## src/nvmcf_map.svh

```systemverilog
// Constants of the non-volatile memory size, type and configuration fields.
// Assumes inclusion through nvmcf_pkg; holds `define macros only.
//
// What this block does
// - Bit 10 selects EEPROM addressing, 0 for 8 or 9 bit and 1 for 16 bit, reset to 0.
// - Bits 14:11 hold a capacity code, reset 0010b, for 128 B << code; to 0010 one byte.
// - The capacity code is loaded from memory word 0Fh and is read only to software.
// - Bits 16:15 give the address-byte count: 00 reserved, 01 one, 10 two, 11 flash with three.
// - The address-byte count is set after power-on reset from the sampled type strap pin.
// - Software may write the address-byte count only for an EEPROM without valid signature.
// - Bits 19:17, 22:21 and 31:25 read as zero.
// - Bit 20 enables autonomous flash update and resets to 0.
// - With it set on a flash part, write cycles plus expiry of the flash timer start a flash update.
// - Bits 24:23 report the memory kind: EEPROM, stand-alone, shared SPI or super-I/O.
// - The kind field is loaded from word 0Fh for information; the strap sets operation.
// - Capacity and kind reset to fixed constants, 0010b and 00, until memory word 0Fh loads them.
`ifndef NVMCF_MAP_SVH
`define NVMCF_MAP_SVH

`define NVMCF_CTRL_STATUS_OFF 32'h0000_0010
`define NVMCF_ADDR_WIDTH_BIT 10
`define NVMCF_CAP_LSB 11
`define NVMCF_CAP_MSB 14
`define NVMCF_ABC_LSB 15
`define NVMCF_ABC_MSB 16
`define NVMCF_AUPD_BIT 20
`define NVMCF_KIND_LSB 23
`define NVMCF_KIND_MSB 24

`define NVMCF_ADDR_WIDTH_RST 1'h0
`define NVMCF_CAP_RST 4'h2
`define NVMCF_AUPD_RST 1'h0
`define NVMCF_KIND_RST 2'h0
`define NVMCF_ABC_RSVD 2'h0
`define NVMCF_ABC_ONE 2'h1
`define NVMCF_ABC_TWO 2'h2
`define NVMCF_ABC_FLASH 2'h3
`define NVMCF_CAP_ONE_BYTE_MAX 4'h2

`define NVMCF_WORD_CFG 8'h0F
`define NVMCF_WORD_SIG 8'h12
`define NVMCF_CFG_CAP_LSB 8
`define NVMCF_CFG_CAP_MSB 11
`define NVMCF_CFG_KIND_LSB 12
`define NVMCF_CFG_KIND_MSB 13
`define NVMCF_SIG_LSB 14
`define NVMCF_SIG_MSB 15
`define NVMCF_SIG_VALID 2'h1

`define NVMCF_STRAP_SETTLE 2'h2
`define NVMCF_CLK_PERIOD_NS 5
`define NVMCF_FLASH_TIMER_NS 10000
// The flash timer length must be a whole number of clock periods.
`define NVMCF_FLASH_TIMER_CYC (`NVMCF_FLASH_TIMER_NS / `NVMCF_CLK_PERIOD_NS)

`define NVMCF_RESP_OKAY 2'h0
`define NVMCF_RESP_DECERR 2'h3

`endif

```

## src/nvmcf_pkg.sv

```systemverilog
// Types and shared helpers of the non-volatile memory configuration block.
// Assumes nvmcf_map.svh is on the include path.
`include "nvmcf_map.svh"

package nvmcf_pkg;

  // One-hot states of the autonomous flash update sequencer.
  typedef enum logic [2:0] {
    AUPD_IDLE  = 3'b001,
    AUPD_ARMED = 3'b010,
    AUPD_FIRE  = 3'b100
  } nvmcf_aupd_state_t;

  // Address bytes implied by a capacity code; small parts need only one byte.
  function automatic logic [1:0] nvmcf_addr_bytes(input logic [3:0] code);
    nvmcf_addr_bytes = (code <= `NVMCF_CAP_ONE_BYTE_MAX) ? `NVMCF_ABC_ONE : `NVMCF_ABC_TWO;
  endfunction

endpackage

```

## src/nvmcf_nvm_cfg.sv

```systemverilog
// Size, type and configuration fields of the non-volatile memory control register.
// Assumes an AXI4-Lite master on core_clk_i and a memory loader on the same clock.
//
// Our own choices: register access over AXI4-Lite and the register addresses.
`timescale 1ns/1ps
`include "nvmcf_map.svh"

module nvmcf_nvm_cfg
  import nvmcf_pkg::*;
(
  input wire logic core_clk_i,                // Core clock, 200 MHz.
  input wire logic sys_rst_i,                 // Synchronous reset, active high.
  input wire logic [31:0] s_axi_awaddr,       // Write address.
  input wire logic s_axi_awvalid,             // Write address valid.
  output logic s_axi_awready,                 // Write address ready.
  input wire logic [31:0] s_axi_wdata,        // Write data.
  input wire logic [3:0] s_axi_wstrb,         // Write byte strobes.
  input wire logic s_axi_wvalid,              // Write data valid.
  output logic s_axi_wready,                  // Write data ready.
  output logic [1:0] s_axi_bresp,             // Write response.
  output logic s_axi_bvalid,                  // Write response valid.
  input wire logic s_axi_bready,              // Write response ready.
  input wire logic [31:0] s_axi_araddr,       // Read address.
  input wire logic s_axi_arvalid,             // Read address valid.
  output logic s_axi_arready,                 // Read address ready.
  output logic [31:0] s_axi_rdata,            // Read data.
  output logic [1:0] s_axi_rresp,             // Read response.
  output logic s_axi_rvalid,                  // Read data valid.
  input wire logic s_axi_rready,              // Read data ready.
  input wire logic nvm_kind_strap_pin_i,      // Memory type strap, 1 means flash.
  input wire logic nvm_load_valid_i,          // Auto-read word valid pulse.
  input wire logic [7:0] nvm_load_addr_i,     // Auto-read word address.
  input wire logic [15:0] nvm_load_data_i,    // Auto-read word data.
  input wire logic flash_write_cycle_i,       // Flash write cycle pulse.
  output logic eeprom_addr_width_sel_o,       // EEPROM 16-bit addressing.
  output logic [3:0] eeprom_capacity_code_o,  // Capacity code.
  output logic [1:0] nvm_addr_byte_count_o,   // Address-byte count.
  output logic [1:0] nvm_kind_o,              // Informational memory kind.
  output logic nvm_is_flash_o,                // Operational type from strap.
  output logic nvm_sig_valid_o,               // Valid EEPROM signature seen.
  output logic flash_update_start_o           // Autonomous flash update start.
);

  // Register bus state.
  logic aw_got_q;
  logic [31:0] aw_addr_q;
  logic w_got_q;
  logic [31:0] w_data_q;
  logic [3:0] w_strb_q;
  logic bvalid_q;
  logic [1:0] bresp_q;
  logic rvalid_q;
  logic [1:0] rresp_q;
  logic [31:0] rdata_q;

  // Field state.
  logic addr_width_q;
  logic [3:0] cap_code_q;
  logic [1:0] abc_q;
  logic aupd_en_q;
  logic [1:0] kind_q;
  logic is_flash_q;
  logic sig_valid_q;
  logic strap_s1_q;
  logic strap_s2_q;
  logic [1:0] strap_settle_q;
  logic strap_done_q;

  logic aw_take;
  logic w_take;
  logic ar_take;
  logic wr_fire;
  logic wr_hit;
  logic [31:0] wr_addr;
  logic [31:0] wr_data;
  logic [3:0] wr_strb;
  logic [31:0] wr_mask;
  logic [31:0] wr_merged;
  logic [31:0] reg_word;
  logic strap_capture;
  logic load_cfg;
  logic load_sig;
  logic sig_ok;
  logic sw_abc_wr;

  // Full-word decode of the single register; used by both read and write paths.
  function automatic logic reg_hit(input logic [31:0] addr);
    reg_hit = (addr[31:2] == `NVMCF_CTRL_STATUS_OFF >> 2);
  endfunction

  // Handshake outputs are combinational; one write and one read in flight at most.
  assign s_axi_awready = !aw_got_q && !bvalid_q;
  assign s_axi_wready = !w_got_q && !bvalid_q;
  assign s_axi_arready = !rvalid_q;
  assign aw_take = s_axi_awvalid && s_axi_awready;
  assign w_take = s_axi_wvalid && s_axi_wready;
  assign ar_take = s_axi_arvalid && s_axi_arready;

  // Address and data may arrive in either order; the write acts once both are held.
  assign wr_addr = aw_got_q ? aw_addr_q : s_axi_awaddr;
  assign wr_data = w_got_q ? w_data_q : s_axi_wdata;
  assign wr_strb = w_got_q ? w_strb_q : s_axi_wstrb;
  assign wr_fire = (aw_got_q || aw_take) && (w_got_q || w_take) && !bvalid_q;
  assign wr_hit = wr_fire && reg_hit(wr_addr);
  assign wr_mask = {{8{wr_strb[3]}}, {8{wr_strb[2]}}, {8{wr_strb[1]}}, {8{wr_strb[0]}}};
  assign wr_merged = (reg_word & ~wr_mask) | (wr_data & wr_mask);

  // Reserved ranges are never driven, so they read as zero.
  always_comb begin
    reg_word = 32'h0000_0000;
    reg_word[`NVMCF_ADDR_WIDTH_BIT] = addr_width_q;
    reg_word[`NVMCF_CAP_MSB:`NVMCF_CAP_LSB] = cap_code_q;
    reg_word[`NVMCF_ABC_MSB:`NVMCF_ABC_LSB] = abc_q;
    reg_word[`NVMCF_AUPD_BIT] = aupd_en_q;
    reg_word[`NVMCF_KIND_MSB:`NVMCF_KIND_LSB] = kind_q;
  end

  // Holding registers for an address or data beat that arrives alone.
  always_ff @(posedge core_clk_i) begin
    if (sys_rst_i) begin
      aw_got_q <= 1'b0;
      aw_addr_q <= 32'h0000_0000;
      w_got_q <= 1'b0;
      w_data_q <= 32'h0000_0000;
      w_strb_q <= 4'h0;
    end else if (wr_fire) begin
      aw_got_q <= 1'b0;
      w_got_q <= 1'b0;
    end else begin
      if (aw_take) begin
        aw_got_q <= 1'b1;
        aw_addr_q <= s_axi_awaddr;
      end
      if (w_take) begin
        w_got_q <= 1'b1;
        w_data_q <= s_axi_wdata;
        w_strb_q <= s_axi_wstrb;
      end
    end
  end

  // Write response one cycle after the write acts; unmapped addresses get DECERR.
  always_ff @(posedge core_clk_i) begin
    if (sys_rst_i) begin
      bvalid_q <= 1'b0;
      bresp_q <= `NVMCF_RESP_OKAY;
    end else if (wr_fire) begin
      bvalid_q <= 1'b1;
      bresp_q <= reg_hit(wr_addr) ? `NVMCF_RESP_OKAY : `NVMCF_RESP_DECERR;
    end else if (s_axi_bready) begin
      bvalid_q <= 1'b0;
    end
  end

  // Read data is registered, one cycle after the address is taken.
  always_ff @(posedge core_clk_i) begin
    if (sys_rst_i) begin
      rvalid_q <= 1'b0;
      rresp_q <= `NVMCF_RESP_OKAY;
      rdata_q <= 32'h0000_0000;
    end else if (ar_take) begin
      rvalid_q <= 1'b1;
      rresp_q <= reg_hit(s_axi_araddr) ? `NVMCF_RESP_OKAY : `NVMCF_RESP_DECERR;
      rdata_q <= reg_hit(s_axi_araddr) ? reg_word : 32'h0000_0000;
    end else if (s_axi_rready) begin
      rvalid_q <= 1'b0;
    end
  end

  assign s_axi_bvalid = bvalid_q;
  assign s_axi_bresp = bresp_q;
  assign s_axi_rvalid = rvalid_q;
  assign s_axi_rresp = rresp_q;
  assign s_axi_rdata = rdata_q;

  // Software-owned control bits; byte strobes select which lanes land.
  always_ff @(posedge core_clk_i) begin
    if (sys_rst_i) begin
      addr_width_q <= `NVMCF_ADDR_WIDTH_RST;
      aupd_en_q <= `NVMCF_AUPD_RST;
    end else if (wr_hit) begin
      addr_width_q <= wr_merged[`NVMCF_ADDR_WIDTH_BIT];
      aupd_en_q <= wr_merged[`NVMCF_AUPD_BIT];
    end
  end

  // The strap pin is asynchronous, so it passes two flip-flops first.
  always_ff @(posedge core_clk_i) begin
    if (sys_rst_i) begin
      strap_s1_q <= 1'b0;
      strap_s2_q <= 1'b0;
    end else begin
      strap_s1_q <= nvm_kind_strap_pin_i;
      strap_s2_q <= strap_s1_q;
    end
  end

  // Wait for the synchroniser to fill before trusting the strap after reset.
  always_ff @(posedge core_clk_i) begin
    if (sys_rst_i) begin
      strap_settle_q <= 2'h0;
      strap_done_q <= 1'b0;
      is_flash_q <= 1'b0;
    end else if (!strap_done_q) begin
      if (strap_settle_q == `NVMCF_STRAP_SETTLE) begin
        strap_done_q <= 1'b1;
        is_flash_q <= strap_s2_q;
      end else begin
        strap_settle_q <= strap_settle_q + 2'h1;
      end
    end
  end

  assign strap_capture = !strap_done_q && (strap_settle_q == `NVMCF_STRAP_SETTLE);
  assign load_cfg = nvm_load_valid_i && (nvm_load_addr_i == `NVMCF_WORD_CFG);
  assign load_sig = nvm_load_valid_i && (nvm_load_addr_i == `NVMCF_WORD_SIG);
  assign sig_ok = nvm_load_data_i[`NVMCF_SIG_MSB:`NVMCF_SIG_LSB] == `NVMCF_SIG_VALID;
  assign sw_abc_wr = wr_hit && strap_done_q && !is_flash_q && !sig_valid_q;

  // Capacity and kind come only from memory word 0Fh; bus writes never touch them.
  always_ff @(posedge core_clk_i) begin
    if (sys_rst_i) begin
      cap_code_q <= `NVMCF_CAP_RST;
      kind_q <= `NVMCF_KIND_RST;
    end else if (load_cfg) begin
      cap_code_q <= nvm_load_data_i[`NVMCF_CFG_CAP_MSB:`NVMCF_CFG_CAP_LSB];
      kind_q <= nvm_load_data_i[`NVMCF_CFG_KIND_MSB:`NVMCF_CFG_KIND_LSB];
    end
  end

  // Signature state gates whether software may override the address length.
  always_ff @(posedge core_clk_i) begin
    if (sys_rst_i) begin
      sig_valid_q <= 1'b0;
    end else if (load_sig) begin
      sig_valid_q <= sig_ok;
    end
  end

  // Address-byte count: strap first, then signature, then software for a blank EEPROM.
  // An EEPROM starts provisionally at one byte so it can still be probed.
  always_ff @(posedge core_clk_i) begin
    if (sys_rst_i) begin
      abc_q <= `NVMCF_ABC_RSVD;
    end else if (strap_capture) begin
      abc_q <= strap_s2_q ? `NVMCF_ABC_FLASH : `NVMCF_ABC_ONE;
    end else if (load_sig && sig_ok && strap_done_q && !is_flash_q) begin
      abc_q <= nvmcf_addr_bytes(cap_code_q);
    end else if (sw_abc_wr && wr_merged[`NVMCF_ABC_MSB:`NVMCF_ABC_LSB] != `NVMCF_ABC_RSVD) begin
      abc_q <= wr_merged[`NVMCF_ABC_MSB:`NVMCF_ABC_LSB];
    end
  end

  // The flash timer lives in its own module; it is only armed for a flash part.
  nvmcf_aupd_timer u_aupd_timer (
    .core_clk_i(core_clk_i),
    .sys_rst_i(sys_rst_i),
    .enable_i(aupd_en_q && is_flash_q),
    .write_cycle_i(flash_write_cycle_i),
    .update_start_o(flash_update_start_o),
    .timer_busy_o()
  );

  // Field values are also presented as pins for the access engine.
  assign eeprom_addr_width_sel_o = addr_width_q;
  assign eeprom_capacity_code_o = cap_code_q;
  assign nvm_addr_byte_count_o = abc_q;
  assign nvm_kind_o = kind_q;
  assign nvm_is_flash_o = is_flash_q;
  assign nvm_sig_valid_o = sig_valid_q;

  AST_ADDR_WIDTH_WRITE: assert property (@(posedge core_clk_i) disable iff (sys_rst_i)
    wr_hit && wr_strb[1] |=> addr_width_q == $past(wr_data[`NVMCF_ADDR_WIDTH_BIT]))
    else $error("Address width select did not take the written value.");

  AST_CAP_ONLY_FROM_LOAD: assert property (@(posedge core_clk_i) disable iff (sys_rst_i)
    !load_cfg |=> $stable(cap_code_q) && $stable(kind_q))
    else $error("Read-only capacity or kind changed without a memory load.");

  AST_CAP_LOADED: assert property (@(posedge core_clk_i) disable iff (sys_rst_i)
    load_cfg |=> cap_code_q == $past(nvm_load_data_i[`NVMCF_CFG_CAP_MSB:`NVMCF_CFG_CAP_LSB])
      && kind_q == $past(nvm_load_data_i[`NVMCF_CFG_KIND_MSB:`NVMCF_CFG_KIND_LSB]))
    else $error("Capacity or kind not taken from word 0Fh.");

  AST_ABC_NOT_RSVD: assert property (@(posedge core_clk_i) disable iff (sys_rst_i)
    strap_done_q |-> abc_q != `NVMCF_ABC_RSVD)
    else $error("Address-byte count holds the reserved code.");

  AST_STRAP_SETS_ABC: assert property (@(posedge core_clk_i) disable iff (sys_rst_i)
    strap_capture |=> strap_done_q && abc_q == ($past(strap_s2_q) ? 2'h3 : 2'h1))
    else $error("Strap did not set the address-byte count.");

  AST_SIG_FIXES_ABC: assert property (@(posedge core_clk_i) disable iff (sys_rst_i)
    load_sig && sig_ok && strap_done_q && !is_flash_q
      |=> abc_q == nvmcf_addr_bytes($past(cap_code_q)) && sig_valid_q)
    else $error("Valid signature did not fix the address length.");

  AST_ABC_LOCKED: assert property (@(posedge core_clk_i) disable iff (sys_rst_i)
    strap_done_q && (sig_valid_q || is_flash_q) && !load_sig |=> $stable(abc_q))
    else $error("Address-byte count changed after it was fixed.");

  AST_RSVD_ZERO: assert property (@(posedge core_clk_i) disable iff (sys_rst_i)
    rvalid_q |-> rdata_q[19:17] == 3'h0 && rdata_q[22:21] == 2'h0 && rdata_q[31:25] == 7'h00)
    else $error("Reserved bits read as non-zero.");

  AST_READ_ANSWER: assert property (@(posedge core_clk_i) disable iff (sys_rst_i)
    ar_take && reg_hit(s_axi_araddr)
      |=> rvalid_q && rdata_q[`NVMCF_KIND_MSB:`NVMCF_KIND_LSB] == $past(kind_q))
    else $error("Read did not return the memory kind one cycle later.");

  AST_STRAP_HOLDS: assert property (@(posedge core_clk_i) disable iff (sys_rst_i)
    strap_done_q |=> $stable(is_flash_q))
    else $error("Operational memory type changed after the strap was taken.");

  COV_WRITE: cover property (@(posedge core_clk_i) disable iff (sys_rst_i) wr_hit);
  COV_READ: cover property (@(posedge core_clk_i) disable iff (sys_rst_i) ar_take);
  COV_SW_ABC: cover property (@(posedge core_clk_i) disable iff (sys_rst_i) sw_abc_wr);
  COV_SIG: cover property (@(posedge core_clk_i) disable iff (sys_rst_i) load_sig && sig_ok);

endmodule

```

## src/nvmcf_aupd_timer.sv

```systemverilog
// Flash timer that starts an autonomous flash update after write activity.
// Assumes write pulses from logic on the same clock; no synchroniser needed.
`timescale 1ns/1ps
`include "nvmcf_map.svh"

module nvmcf_aupd_timer
  import nvmcf_pkg::*;
(
  input wire logic core_clk_i,     // Core clock.
  input wire logic sys_rst_i,      // Synchronous reset, active high.
  input wire logic enable_i,       // Autonomous update enable.
  input wire logic write_cycle_i,  // One-cycle pulse per flash write cycle.
  output logic update_start_o,     // One-cycle pulse that starts the update.
  output logic timer_busy_o        // Timer running after writes.
);

  localparam logic [11:0] TimerLast = 12'(`NVMCF_FLASH_TIMER_CYC - 1);

  nvmcf_aupd_state_t state_q;
  logic [11:0] cnt_q;

  // Each write restarts the timer, so the update waits for a quiet period.
  always_ff @(posedge core_clk_i) begin
    if (sys_rst_i) begin
      state_q <= AUPD_IDLE;
      cnt_q <= 12'h000;
    end else begin
      case (state_q)
        AUPD_IDLE: begin
          if (enable_i && write_cycle_i) begin
            state_q <= AUPD_ARMED;
            cnt_q <= TimerLast;
          end
        end
        AUPD_ARMED: begin
          if (!enable_i) begin
            state_q <= AUPD_IDLE;
          end else if (write_cycle_i) begin
            cnt_q <= TimerLast;
          end else if (cnt_q == 12'h000) begin
            state_q <= AUPD_FIRE;
          end else begin
            cnt_q <= cnt_q - 12'h001;
          end
        end
        AUPD_FIRE: begin
          state_q <= AUPD_IDLE;
        end
        default: begin
          state_q <= AUPD_IDLE;
        end
      endcase
    end
  end

  // Outputs come straight from the state flip-flops.
  assign update_start_o = (state_q == AUPD_FIRE);
  assign timer_busy_o = (state_q == AUPD_ARMED);

  AST_FIRE_AFTER_EXPIRY: assert property (@(posedge core_clk_i) disable iff (sys_rst_i)
    update_start_o |-> $past(state_q) == AUPD_ARMED && $past(cnt_q) == 12'h000
      && $past(enable_i) && !$past(write_cycle_i))
    else $error("Flash update started without timer expiry.");

  AST_NO_FIRE_DISABLED: assert property (@(posedge core_clk_i) disable iff (sys_rst_i)
    !enable_i && !timer_busy_o |=> !update_start_o)
    else $error("Flash update started while autonomous update disabled.");

  COV_FIRE: cover property (@(posedge core_clk_i) disable iff (sys_rst_i) update_start_o);

endmodule

```

## config.mk

```make
export PLATFORM = sky130hd
export DESIGN_NAME = nvmcf_nvm_cfg
export DESIGN_NICKNAME = d
export VERILOG_FILES = /design/src/nvmcf_pkg.sv /design/src/nvmcf_nvm_cfg.sv /design/src/nvmcf_aupd_timer.sv
export VERILOG_INCLUDE_DIRS = /design/src
export SDC_FILE = /design/constraint.sdc
export NUM_CORES = 1
export LEC_CHECK = 0
export ABC_CLOCK_PERIOD_IN_PS = 2800
export BUFFER_PORTS_ARGS = -buffer_cell sky130_fd_sc_hd__buf_2
export CORE_ASPECT_RATIO = 1.75
export CORE_MARGIN = 8
export CORE_UTILIZATION = 50
export DETAILED_ROUTE_END_ITERATION = 8
export PLACE_DENSITY = 0.87
export SYNTH_ARGS = -nofsm -noshare
export SYNTH_HDL_FRONTEND = slang
export SYNTH_SLANG_ARGS = --single-unit
```

## constraint.sdc

```tcl
create_clock -name core_clk_i -period 2.8 [get_ports core_clk_i]
set_input_delay 0.14 -clock core_clk_i [delete_from_list [all_inputs] [get_ports core_clk_i]]
set_output_delay 0.14 -clock core_clk_i [all_outputs]
set_load 0.02 [all_outputs]
```

; ---- Word-level counts from Yosys, hierarchy flattened
; Index checks and enable logic that the tools add are counted.
[word_totals]
regBits = 128
input_bits = 134
output_inout_bits = 53
wordCells = 116
[classes]
n_addsub = 2
magnitude_cmp = 1
eq_ne = 14
muxes = 27
n_bitwise = 7
reduce_logical = 42
[op_table]
columns = operator, count
row1 = "equality test 30 x 3 -> 1 bit, second input constant", 2
row2 = two-way mux 12 bit, 4
row3 = bitwise AND 21 bit, 2
row4 = two-way mux 32 bit, 1
row5 = two-way mux 25 bit, 1
row6 = one-hot mux 12 bit (2 select lines), 1
row7 = two-way mux 21 bit, 1
row8 = NOT 21 bit, 1
row9 = bitwise OR 21 bit, 1
row10 = logical AND 1 bit, 20
row11 = two-way mux 3 bit, 5
row12 = two-way mux 2 bit, 7
row13 = logical NOT 12 bit, 1
row14 = "subtractor 12 x 1 -> 12 bit, second input constant", 1
row15 = "inequality test 3 bit, second input constant", 3
row16 = "equality test 8 x 4 -> 1 bit, second input constant", 1
row17 = "equality test 8 x 5 -> 1 bit, second input constant", 1
row18 = AND reduction 2 bit, 4
row19 = nonzero test 2 bit, 4
row20 = logical NOT 1 bit, 7
row21 = two-way mux 1 bit, 6
row22 = one-hot mux 3 bit (2 select lines), 1
row23 = "<= comparator 4 x 2 -> 1 bit, second input constant", 1
row24 = "inequality test 2 x 1 -> 1 bit, second input constant", 2
row25 = 12 further kinds, 15

; ---- Logic depth before layout (Yosys ltp)
; Gate-level depths: netlist of run 1.
[logic_depth]
word_depth = 14
depth_mapped = 7
depth_no_buf = 7

; ---- Cells and area by module
; Synthesis of run 1 repeated with hierarchy kept, for this count alone.
[unflattened]
hier_cells = 464
hier_area_um2 = 4136.5
[modules_own_cells]
columns = module, instances, cells_each, area_each_um2, seq_area_each_um2
row1 = nvmcf_nvm_cfg, 1, 370, 3253.1, 1381.3
row2 = nvmcf_aupd_timer, 1, 94, 883.3, 300.3

; ---- Worst setup path before layout of run 1
; Ideal clock, no wire load.
[synth_path]
path_kind = register to register
from = register is_flash_q, in the netlist nvm_is_flash_o
to = register u_aupd_timer.cnt_q[9]
setup_ns = 0.074
arrival_time_ns = 1.830
required_ns = 2.726
setup_slack_ns = 0.896
stages_incl_launch_ff = 7
n_path_buf = 0
period_less_slack_ns = 1.904
path_cell_list = dfxtp_1 > nand2_1 > or3_4 > a21oi_4 > o211ai_4 > or4_1 > a31oi_1
[synth_between]
elab_chain_cells = 4
elab_cells_between_ends = 5
cone_classes = 2 x eq/ne / 3 x reduce/logical
[synth_rtl]
columns = item, line_no
row1 = start: declaration, nvmcf_nvm_cfg.sv:62  ; logic is_flash_q;
row2 = start signal: assignment, nvmcf_nvm_cfg.sv:207  ; is_flash_q <= strap_s2_q;
row3 = logical AND 1 bit *, nvmcf_nvm_cfg.sv:258  ; .enable_i(aupd_en_q && is_flash_q),
row4 = logical AND 1 bit, nvmcf_aupd_timer.sv:30  ; if (enable_i && write_cycle_i) begin
row5 = inequality test 2 x 1 -> 1 bit (no source line), n/a
row6 = AND reduction 4 bit (no source line) *, n/a
row7 = end signal: assignment, nvmcf_aupd_timer.sv:32  ; cnt_q <= TimerLast;
row8 = end signal: assignment, nvmcf_aupd_timer.sv:39  ; cnt_q <= TimerLast;
row9 = end signal: assignment, nvmcf_aupd_timer.sv:43  ; cnt_q <= cnt_q - 12'h001;
row10 = end: declaration, nvmcf_aupd_timer.sv:20  ; logic [11:0] cnt_q;
; Mark *: on every way between the ends. The rest lies on a longest branch, timed or not.
; A chain may end at the register's enable or synchronous reset.

; ---- Worst setup path after layout of run 1
[layout_path]
from = register w_got_q
to = register abc_q[1], in the netlist nvm_addr_byte_count_o[1]
[layout_between]
elab_chain_cells = 12
elab_cells_between_ends = 22
cone_classes = 5 x mux / 4 x bitwise / 13 x reduce/logical
[layout_rtl]
columns = item, line_no
row1 = start: declaration, nvmcf_nvm_cfg.sv:47  ; logic w_got_q;
row2 = start signal: assignment, nvmcf_nvm_cfg.sv:123  ; w_got_q <= 1'b0;
row3 = start signal: assignment, nvmcf_nvm_cfg.sv:128  ; w_got_q <= 1'b0;
row4 = start signal: assignment, nvmcf_nvm_cfg.sv:135  ; w_got_q <= 1'b1;
row5 = logical NOT 1 bit, nvmcf_nvm_cfg.sv:93  ; assign s_axi_wready = !w_got_q && !bvalid_q;
row6 = logical AND 1 bit, nvmcf_nvm_cfg.sv:93
row7 = logical AND 1 bit, nvmcf_nvm_cfg.sv:96  ; assign w_take = s_axi_wvalid && s_axi_wready;
row8 = logical OR 1 bit, nvmcf_nvm_cfg.sv:103  ; assign wr_fire = (aw_got_q || aw_take) && (w_got_q || w_take) && !bvalid_q;
row9 = logical AND 1 bit (2 in series), nvmcf_nvm_cfg.sv:103
row10 = logical AND 1 bit, nvmcf_nvm_cfg.sv:104  ; assign wr_hit = wr_fire && reg_hit(wr_addr);
row11 = logical AND 1 bit (3 in series), nvmcf_nvm_cfg.sv:218  ; assign sw_abc_wr = wr_hit && strap_done_q && !is_flash_q && !sig_valid_q;
row12 = logical AND 1 bit (no source line), n/a
row13 = nonzero test 3 bit (no source line), n/a
row14 = end signal: assignment, nvmcf_nvm_cfg.sv:244  ; abc_q <= `NVMCF_ABC_RSVD;
row15 = end signal: assignment, nvmcf_nvm_cfg.sv:246  ; abc_q <= strap_s2_q ? `NVMCF_ABC_FLASH : `NVMCF_ABC_ONE;
row16 = end signal: assignment, nvmcf_nvm_cfg.sv:248  ; abc_q <= nvmcf_addr_bytes(cap_code_q);
row17 = end: declaration, nvmcf_nvm_cfg.sv:59  ; logic [1:0] abc_q;
; Parallel ways exist; a longest one is shown, timed or not. The select of a mux whose other input is x is not followed.

==> results of run 1 <==
## per-layer routing
metal / vias to the layer above / wire, µm / GRT usage [%]
li1: 1781 / - / -
met1: 1722 / 3691 / 18.42
met2: 132 / 5632 / 33.65
met3: 34 / 662 / 4.440
met4: 0 / 412 / 10.71
met5: - / 0 / 0
## state kept, by name, indices dropped and copies added (netlist names), 3 cells and up, named ones only
register                cells
aw_addr_q                  30
eeprom_capacity_code_o      4
s_axi_rdata                10
u_aupd_timer.cnt_q         12
u_aupd_timer.state_q        3
w_data_q                    4
## synthesized netlist by cell type, types with 2 or more instances
cell type	count	share of area (%)
mux2i_1	15	3.9
a22oi_1	10	2.0
buf_4	24	4.7
and4b_1	2	0.52
ha_1	3	0.98
a21oi_1	48	6.3
mux2_2	4	1.2
inv_1	7	0.68
xor2_1	5	1.1
and3_1	3	0.49
a211oi_1	5	0.98
and3b_1	2	0.46
o21ai_0	7	0.91
clkbuf_1	16	1.6
or3_1	4	0.65
nand2_1	75	7.3
a31oi_1	3	0.49
dfxtp_1	84	44
nor3_1	15	2.0
nand3_1	3	0.39
nor2_1	47	4.6
nor4_1	11	1.8
o2111ai_1	2	0.46
nand3b_1	3	0.59
nor2b_1	3	0.49
nand2b_1	7	1.1
nor3b_1	4	0.78
nor4b_1	8	1.8
nand4_1	8	1.3
## how the worst max path moves through the flow
stage	cells past startpoint	to	startpoint
2_1_floorplan	6	u_aupd_timer.cnt_q[9]	nvm_is_flash_o
3_3_place_gp	5	u_aupd_timer.cnt_q[9]	register
3_5_place_dp	6	nvm_addr_byte_count_o[1]	aw_got_q
4_1_cts	6	nvm_addr_byte_count_o[1]	w_got_q
5_1_grt	6	nvm_addr_byte_count_o[1]	aw_got_q
6_report	6	nvm_addr_byte_count_o[1]	w_got_q
## cell usage in the layout, fill, tap and decap left out, types with 2 or more instances in the layout
cell and count:
a211oi_1 5, a21oi_1 48, a22oi_1 10, a31oi_1 3, and3_1 3, and3b_1 2
and4b_1 2, buf_2 122, buf_4 3, bufinv_16 3, clkbuf_16 9, conb_1 22
dfxtp_1 84, ha_1 3, inv_1 7, mux2_2 4, mux2i_1 15, nand2_1 75
nand2b_1 7, nand3_1 3, nand3b_1 3, nand4_1 8, nor2_1 47, nor2b_1 3
nor3_1 15, nor3b_1 4, nor4_1 11, nor4b_1 8, o2111ai_1 2, o21ai_0 7
or3_1 4, xor2_1 5
## power groups by stage
stage                     sequential, W  clock [W]  combinational (W)
after CTS                       0.00131    0.00138           0.000412
final                           0.00131    0.00137           0.000413
after global placement          0.00133          0           0.000394
after floorplan                 0.00133          0           0.000282
after detailed placement        0.00134          0           0.000409
after global routing            0.00132    0.00143           0.000458
## final cells by class
cell class	count	area share [%]
Clock buffer	10	5.017
Clock inverter	6	2.338
Inverter	7	0.5516
Multi-Input combinational cell	341	41.19
Sequential cell	84	35.30
Tap cell	88	2.312
Timing Repair Buffer	125	13.29
## cells by family after synthesis
logic type | after synthesis | share of synthesized area [%]
simple gates | 205 | 27.27
compound gates | 86 | 14.24
flops | 84 | 43.79
buf+inv | 49 | 7.168
mux | 19 | 5.083
xor+xnor | 6 | 1.369
fa+ha+maj | 3 | 0.9776
other cells | 1 | 0.09766
## metrics by stage
| step | std cells | hold WS [ns] | util, % | area, µm² |
|---|---|---|---|---|
| 6_report | 661 | 0.01253 | 63.39 | 4763 |
| 5_1_grt | 661 | 0.01096 | 63.39 | 4763 |
| 4_1_cts | 661 | 0.004318 | 63.39 | 4763 |
| 3_5_place_dp | 645 | 0.3578 | 58.72 | 4413 |
| 3_3_place_gp | 645 | 0.3512 | 58.72 | 4413 |
| 2_1_floorplan | 474 | 0.2649 | - | 3919 |
## worst max-delay path: stages (launching register included)
cell,delay [ns]
dfxtp_1,0.60
nor2_1,0.12
or3_1,0.39
a2111oi_2,0.37
and4_1,0.28
nand3_1,0.07
and3b_1,0.17
==> results.sh, run 1 <==
export IMPL_status="complete, no violations"
export IMPL_power_density_mw_per_mm2=649.1
export IMPL_via_per_inst=5.551
export IMPL_first_pass_iters=4
export IMPL_rows=42
export IMPL_critPathLaunchType="register"
export IMPL_rsz0062_at_grt="false"
export IMPL_clock_latency_ns=0.34
export IMPL_hold_viol_final=0
export IMPL_grt_antenna_before_repair=0
export IMPL_core_mm2=0.007515
export IMPL_cts_tree="yes"
export IMPL_hold_depth=2
export IMPL_min_period_ns=2.103
export IMPL_cp_required_ns=3.03
export IMPL_vias=3669
export IMPL_clock_sinks=84
export IMPL_p_seq_share_pct=42.4
export IMPL_critPathKind="reg -> reg"
export IMPL_p_leak_nw=2.084
export IMPL_setup_tns_ns=0
export IMPL_synth_seq_cells=84
export IMPL_holdBufCountCts=0
export IMPL_cts_max_path_buffers=2
export IMPL_p_clk_share_pct=44.2
export IMPL_overflow=0
export IMPL_async_flop_share_pct=0
export IMPL_max_slew_margin_rel_pct=50.19
export IMPL_synthesis_area_mm2=0.003840
export IMPL_regArea_mm2=0.001682
export IMPL_clk_pin_slew_ns=0.06
export IMPL_fillCellCount=646
export IMPL_num_antenna_cells=0
export IMPL_wirelength_mm=10.40
export IMPL_holdPathEnd="strap_s1_q"
export IMPL_cap_violations=0
export IMPL_area_growth_pct=24.05
export IMPL_die_area_mm2=0.01085
export IMPL_clockRootBuffer="clkbuf_16"
export IMPL_drc_errors=0
export IMPL_multi_input_area_mm2=0.001962
export IMPL_die_x_um=82.25
export IMPL_dpl_worst_slack_ns=0.7506
export IMPL_fmax_mhz=475.4
export IMPL_p_total_w=0.003092
export IMPL_synth_warning_count=0
export IMPL_start_util_pct=51.10
export IMPL_post_dp_hpwl_mm=8.007
export IMPL_yosysSeqAreaShare_pct=43.79
export IMPL_post_cts_buffers=0
export IMPL_grt_max_degree=77
export IMPL_first_global_vias=3690
export IMPL_nets=705
export IMPL_reg2reg_from="w_got_q"
export IMPL_num_io_pins=187
export IMPL_min_period_over_period_pct=75.12
export IMPL_hold_path_startpoint="nvm_kind_strap_pin_i"
export IMPL_clock_skew_ns=0.008682
export IMPL_track_usage_pct=18.82
export IMPL_avgSynthCellArea_um2=8.477
export IMPL_crit_path_end_kind="register"
export IMPL_yosys_most_used_dff="dfxtp_1"
export IMPL_r2r_cells=6
export IMPL_io_buffer_count=122
export IMPL_die_y_um=131.9
export IMPL_synth_edf_count=0
export IMPL_p_int_w=0.002320
export IMPL_drt_wirelength_per_cell_um=15.73
export IMPL_gp_congestion=0.8329
export IMPL_numCtsBuffers=9
export IMPL_worst_slew_pin_slew_ns=0.7471
export IMPL_ctsResizeCount=0
export IMPL_path_max_fanout=12
export IMPL_hold_path_class="in -> reg"
export IMPL_slew_violations=0
export IMPL_netlist_instances=453
export IMPL_r2r_setup_slack_ns=0.70
export IMPL_fin_ws_ns=0.6967
export IMPL_p_comb_share_pct=13.3
export IMPL_max_vdd_ir_drop_mv=0.4461
export IMPL_p_sw_w=0.0007716
export IMPL_timing_rr_end="nvm_addr_byte_count_o[1]"
export IMPL_setup_viol=0
export IMPL_swShare_pct=24.96
export IMPL_synthDistinctLibCells=54
export IMPL_drt_iter0_drc=175
export IMPL_cts_htree_levels=3
export IMPL_drive_above_1_share_pct=27.23
export IMPL_ant_nets=0
export IMPL_arrival_ns=2.34
export IMPL_grt_pass1_wl_mm=16.35
Note: power is estimated with default switching activity, not from simulation.
==> inputs of run 2 (changes only) <==
ABC_AREA = 1   (was not set)
ABC_CLOCK_PERIOD_IN_PS = 2200   (was 2800)
CORE_UTILIZATION = 47   (was 50)
PLACE_DENSITY = 0.81   (was 0.87)
clock period = 2.2 ns   (was 2.8 ns; I/O delays follow)
==> run 2 against run 1 <==
  * Cell area up 5.5%
  * Largest power group is now registers
  * First-iteration DRC count rose by 7.4%
  * Combinational power rose to 2.9 times the previous value
  * Register-to-register slack worse by 0.22 ns
  * Final cell count increased by 28%
  * Clock skew down 0.0039 ns
  * Hold slack better by 0.010 ns
  * Area after synthesis up 8.0%
==> results.sh, run 2 <==
export IMPL_clk_pin_slew_ns=0.06
export IMPL_synthesis_area_mm2=0.004146
export IMPL_r2r_cells=8
export IMPL_synth_top_family_by_area="simple AND/OR/NAND/NOR gates"
export IMPL_drt_iter0_drc=188
export IMPL_synthSimpleGateAreaFrac_pct=32.74
export IMPL_area_growth_pct=21.24
export IMPL_status="complete, no violations"
export IMPL_worstSetupStartpoint="w_got_q"
export IMPL_clockRootBuffer="clkbuf_16"
export IMPL_synth_seq_cells=84
export IMPL_cp_depth=8
export IMPL_avgSynthCellArea_um2=6.854
export IMPL_first_pass_iters=5
export IMPL_crit_chain="inv_2 > nand2_2 > nand3_2 > a21oi_1 > and2_2 > nand3_1 > nand2_1 > nor2_1"
export IMPL_grt_pass1_wl_mm=17.67
export IMPL_min_period_over_period_pct=78.38
export IMPL_crit_path_end_kind="register"
export IMPL_yosysMostFrequentCell="nor2_1"
export IMPL_num_antenna_cells=0
export IMPL_largest_register="aw_addr_q"
export IMPL_die_area_mm2=0.01220
export IMPL_post_dp_hpwl_mm=8.514
export IMPL_die_x_um=87
export IMPL_async_flop_share_pct=0
export IMPL_synth_warning_count=0
export IMPL_core_mm2=0.008615
export IMPL_synthAdderAreaFrac_pct=0.9053
export IMPL_netlist_instances=605
export IMPL_clock_skew_ns=0.004775
export IMPL_cts_htree_levels=3
export IMPL_p_leak_nw=2.406
export IMPL_synth_compound_area_share_pct=12.64
export IMPL_grt_max_degree=44
export IMPL_yosys_area_top_type="dfxtp_1"
export IMPL_max_slew_margin_rel_pct=56.50
export IMPL_numCtsBuffers=9
export IMPL_via_per_inst=4.859
export IMPL_synth_xor_area_share_pct=0.4225
export IMPL_synth_mux_area_share_pct=0.4828
export IMPL_fmax_mhz=579.9
export IMPL_slowest_delay_ns=0.58
export IMPL_first_global_vias=4005
export IMPL_synth_edf_count=0
export IMPL_synth_top_area_share_pct=40.56
export IMPL_hold_viol_final=0
export IMPL_cp_slowest_cell="dfxtp_1"
export IMPL_die_y_um=140.3
export IMPL_hold_path_class="in -> reg"
export IMPL_cts_tree="yes"
export IMPL_critPathKind="reg -> reg"
export IMPL_setup_viol=0
export IMPL_cts_max_path_buffers=2
export IMPL_vias=4101
export IMPL_clock_sinks=84
export IMPL_critPathLaunchType="register"
export IMPL_synth_common_cells="147 x nor2_1, 90 x nand2_1, 84 x dfxtp_1"
export IMPL_min_period_ns=1.724
export IMPL_gp_congestion=0.8654
export IMPL_yosys_most_used_dff="dfxtp_1"
export IMPL_cpLargestDelayFamily="simple AND/OR/NAND/NOR gates"
export IMPL_ant_nets=0
export IMPL_drive_above_1_share_pct=24.07
export IMPL_cp_required_ns=2.43
export IMPL_setup_tns_ns=0
export IMPL_cap_violations=0
export IMPL_track_usage_pct=17.89
export IMPL_wirelength_mm=10.72
export IMPL_clock_latency_ns=0.33
export IMPL_synthDistinctLibCells=36
export IMPL_synth_area_top_cells="dfxtp_1 41%, nor2_1 13%, nand2_1 8.1%"
export IMPL_slew_violations=0
export IMPL_rsz0062_at_grt="false"
export IMPL_yosysSeqAreaShare_pct=40.56
export IMPL_grt_antenna_before_repair=0
export IMPL_path_max_fanout=9
export IMPL_dpl_cell_count=826
export IMPL_fillCellCount=819
export IMPL_nets=859
export IMPL_io_buffer_count=122
export IMPL_stdcell_count=844
export IMPL_final_cell_mix="147 x nor2_1, 122 x buf_2, 90 x nand2_1, 84 x dfxtp_1, 54 x o21ai_0"
export IMPL_num_io_pins=187
export IMPL_power_density_mw_per_mm2=873.1
export IMPL_rows=45
export IMPL_arrival_ns=1.96
export IMPL_worst_slew_pin_slew_ns=0.6502
export IMPL_crit_buf_inv=1
export IMPL_final_common_cell="nor2_1"
export IMPL_drt_wirelength_per_cell_um=12.70
export IMPL_max_vdd_ir_drop_mv=0.6732
export IMPL_start_util_pct=48.13
export IMPL_r2r_setup_slack_ns=0.48
export IMPL_largest_register_ffs=30
export IMPL_reg2reg_from="w_got_q"
export IMPL_overflow=0
export IMPL_drc_errors=0
==> run 2: cell types whose count changed after synthesis, sizes merged, moves of 8 or more <==
cell,change
nor4,-8
mux2i,-13
nand2,+21
nor3,-8
a22oi,-10
o21ai,+48
nor2,+106
nor4b,-8
buf,+10
nand3,+29
inv,+49
clkbuf,-8
nand2b,-8
==> run 2: stage by stage <==
stage | utilization (%) | setup WS, ns | hold WS [ns] | total power (W) | cell area [µm²]
4_1_cts | 58.36 | 0.4517 | 0.007421 | 0.004429 | 5027
2_1_floorplan | - | 0.7165 | 0.2170 | 0.002795 | 4225
5_1_grt | 58.36 | 0.3053 | 0.03128 | 0.004672 | 5027
6_report | 58.36 | 0.4757 | 0.02270 | 0.004389 | 5027
3_5_place_dp | 55.00 | 0.4643 | 0.3265 | 0.003059 | 4738
3_3_place_gp | 55.00 | 0.5421 | 0.3134 | 0.003004 | 4738
==> run 2: what timing repair did <==
item / in CTS / in global routing
setup endpoints to repair: 0 / 0
hold endpoints to repair: 2 / 0
gates resized for setup: 0 / 0
buffers inserted: 0 / 0
hold buffers: 2 / 0
==> run 2: how the worst min path moves through the flow <==
stage	depth (start not counted)	slack [ns]	to	from
6_report	3	0.02	aw_addr_q[4]	s_axi_awaddr[4]
5_1_grt	3	0.03	w_data_q[10]	s_axi_wdata[10]
4_1_cts	3	0.007	aw_addr_q[4]	s_axi_awaddr[4]
3_5_place_dp	3	0.33	strap_s1_q	nvm_kind_strap_pin_i
3_3_place_gp	3	0.31	eeprom_capacity_code_o[1]	nvm_load_data_i[9]
2_1_floorplan	2	0.22	strap_s1_q	nvm_kind_strap_pin_i
==> run 2: layer usage <==
| layer | share of wire [%] | GRT usage (%) | vias to the layer above |
|---|---|---|---|
| li1 | - | - | 2122 |
| met5 | 0 | 0 | - |
| met1 | 38 | 17.80 | 1859 |
| met4 | 1.7 | 7.032 | 0 |
| met2 | 55 | 33.28 | 103 |
| met3 | 5.4 | 5.038 | 17 |
==> run 2: layout make-up <==
type | count | area (µm²) | share of cell area [%]
Inverter | 56 | 210.2 | 4.181
Sequential cell | 84 | 1682 | 33.45
Timing Repair Buffer | 129 | 680.7 | 13.54
Tap cell | 117 | 146.4 | 2.912
Clock inverter | 7 | 43.79 | 0.8711
Multi-Input combinational cell | 442 | 2039 | 40.57
Clock buffer | 9 | 225.2 | 4.480
==> run 2: worst register-to-register path: stages (launching register included) <==
cell and delay, ns:
dfxtp_1 0.58, inv_2 0.12, nand2_2 0.13, nand3_2 0.10
a21oi_1 0.26, and2_2 0.26, nand3_1 0.08, nand2_1 0.06
nor2_1 0.03
==> run 2: power by group <==
part	internal, W	switching, W
clock network	0.000757	0.000597
logic	0.000444	0.000751
registers	0.00171	0.000131
==> run 2: cells by family after synthesis <==
family	Yosys count
buffers and inverters	100
xor gates and xnor gates	2
DFF	84
other	1
and+or+nand+nor	311
AOI/OAI and AO/OA	102
adders and majority gates	3
muxes	2
==> inputs of run 3 (changes only) <==
ABC_CLOCK_PERIOD_IN_PS = 1400   (was 2200)
CORE_UTILIZATION = 43   (was 47)
PLACE_DENSITY = 0.78   (was 0.81)
clock period = 1.4 ns   (was 2.2 ns; I/O delays follow)
==> run 3 against run 2 <==
  * Register-to-register slack worse by 0.60 ns
  * Sequential share of layout area is 4.2 points lower
  * Worst setup slack worse by 0.60 ns
  * The run now ends with negative setup slack left
  * Clock skew hardly changed
  * Critical path depth is 1 higher
  * Critical path type unchanged
  * Combinational power is 140% higher
  * Via count is 11% higher
  * Global-route usage is 0.89 points higher
  * Total power is 84% higher
==> results.sh, run 3 (synthesis gave the netlist of run 2 again) <==
export IMPL_nets=918
export IMPL_hold_viol_final=0
export IMPL_cts_tree="yes"
export IMPL_ant_nets=0
export IMPL_num_io_pins=187
export IMPL_clock_skew_ns=0.005261
export IMPL_largest_register_ffs=30
export IMPL_rows=47
export IMPL_cts_max_path_buffers=2
export IMPL_fin_ws_ns=-0.1247
export IMPL_crit_top_cell="nand2_2"
export IMPL_fmax_mhz=655.9
export IMPL_critPathLaunchType="register"
export IMPL_cpLargestDelayFamily="simple AND/OR/NAND/NOR gates"
export IMPL_area_growth_pct=40.28
export IMPL_clock_sinks=84
export IMPL_grt_max_degree=50
export IMPL_final_common_cell="nor2_1"
export IMPL_drive_above_1_share_pct=35.80
export IMPL_die_y_um=145.9
export IMPL_io_buffer_count=122
export IMPL_critPathKind="reg -> reg"
export IMPL_clock_latency_ns=0.34
export IMPL_largest_register="aw_addr_q"
export IMPL_post_dp_hpwl_mm=9.392
export IMPL_crit_buf_inv=1
export IMPL_crit_path_end_kind="register"
export IMPL_via_per_inst=5.041
export IMPL_setup_viol=17
export IMPL_drt_wirelength_per_cell_um=14.37
export IMPL_p_leak_nw=2.754
export IMPL_num_antenna_cells=0
export IMPL_cts_htree_levels=3
export IMPL_first_global_vias=4618
export IMPL_clockRootBuffer="clkbuf_16"
export IMPL_grt_pass1_wl_mm=20.56
export IMPL_min_period_ns=1.525
export IMPL_dpl_worst_slack_ns=-0.1312
export IMPL_min_period_over_period_pct=108.9
export IMPL_cp_slowest_cell="dfxtp_2"
export IMPL_drc_errors=0
export IMPL_first_pass_iters=5
export IMPL_dpl_cell_count=868
export IMPL_track_usage_pct=18.78
export IMPL_rsz0062_at_grt="true"
export IMPL_placed_cell_area_mm2=0.005032
export IMPL_start_util_pct=44.07
export IMPL_fillCellCount=812
export IMPL_hold_path_class="in -> reg"
export IMPL_gp_congestion=0.9306
export IMPL_max_vdd_ir_drop_mv=1.021
export IMPL_stdcell_count=907
export IMPL_slowest_delay_ns=0.34
export IMPL_overflow=0
export IMPL_core_mm2=0.009409
export IMPL_slew_violations=0
export IMPL_grt_antenna_before_repair=0
export IMPL_final_cell_mix="132 x nor2_1, 122 x buf_2, 76 x nand2_1, 70 x dfxtp_1, 47 x buf_4"
export IMPL_die_area_mm2=0.01317
export IMPL_cp_required_ns=1.61
export IMPL_die_x_um=90.23
export IMPL_crit_chain="nor2_4 > nand2_2 > nor3_4 > nand2_2 > nand2_8 > buf_6 > nor3_2 > nor2_1 > a21oi_1"
export IMPL_final_util_pct=61.82
export IMPL_power_density_mw_per_mm2=1386
export IMPL_arrival_ns=1.74
export IMPL_clk_pin_slew_ns=0.06
export IMPL_path_max_fanout=8
export IMPL_design_area_mm2=0.005817
export IMPL_drt_iter0_drc=253
export IMPL_numCtsBuffers=9
export IMPL_cap_violations=0
export IMPL_vias=4572
export IMPL_setup_tns_ns=-0.6228
export IMPL_wirelength_mm=13.03
export IMPL_status="finished with violations"
export IMPL_violations="negative setup slack"
[run 3: metal layers]
layer | share of wire [%] | vias up | track usage, % | wire length (µm)
li1 | - | 2239 | - | -
met1 | 35 | 2086 | 17.90 | 4591
met2 | 55 | 198 | 34.90 | 7111
met3 | 6.0 | 49 | 5.785 | 788
met4 | 4.2 | 0 | 9.723 | 541
met5 | 0 | - | 0 | 0
[run 3: final cells by class]
class | count | area, µm² | share of cell area, %
Timing Repair inverter | 1 | 6.256 | 0.1075
Inverter | 56 | 222.7 | 3.829
Sequential cell | 84 | 1702 | 29.25
Multi-Input combinational cell | 442 | 2285 | 39.28
Clock buffer | 13 | 250.2 | 4.302
Clock inverter | 2 | 35.03 | 0.6023
Tap cell | 122 | 152.6 | 2.624
Timing Repair Buffer | 187 | 1164 | 20.00
[run 3: worst paths after layout]
path | end | start | slack, ns | cells past startpoint
setup reg to reg | u_aupd_timer.cnt_q[6] | u_aupd_timer.cnt_q[9] | -0.12 | 9
setup / recovery | u_aupd_timer.cnt_q[6] | u_aupd_timer.cnt_q[9] | -0.12 | 9
hold / removal | aw_addr_q[11] | s_axi_awaddr[11] | 0.001 | 3
hold reg to reg | strap_s2_q | strap_s1_q | 0.40 | 2
[run 3: repair_timing]
item                                    4_1_cts  5_1_grt
pin swaps                                    15       28
gates resized for setup                      24       74
buffers inserted                              2        8
endpoints found under the hold margin        12        0
gates cloned                                  1        1
hold buffers                                 12        0
endpoints found under the setup margin       27       51
[run 3: worst reg2reg max path: cells and delay by family, from the launching register on]
family,cells,cell delay [ns]
simple gates,7,0.85
compound gates,1,0.07
buf+inv,1,0.15
flops,1,0.34
[run 3: per-stage QoR]
step / hold slack, ns / power [W]
floorplan: 0.1770 / 0.004400
global placement: 0.2748 / 0.005072
detailed placement: 0.2843 / 0.005162
CTS: 0.003227 / 0.007602
global route: 0.007542 / 0.008533
finish: 0.001307 / 0.008065
[run 3: report_power, final]
part	total [W]	switching (W)	leakage, nW	internal (W)
combinational	0.00285	0.00162	1.92	0.00123
clock	0.00232	0.000902	0.140	0.00142
sequential	0.00289	0.000190	0.692	0.00270
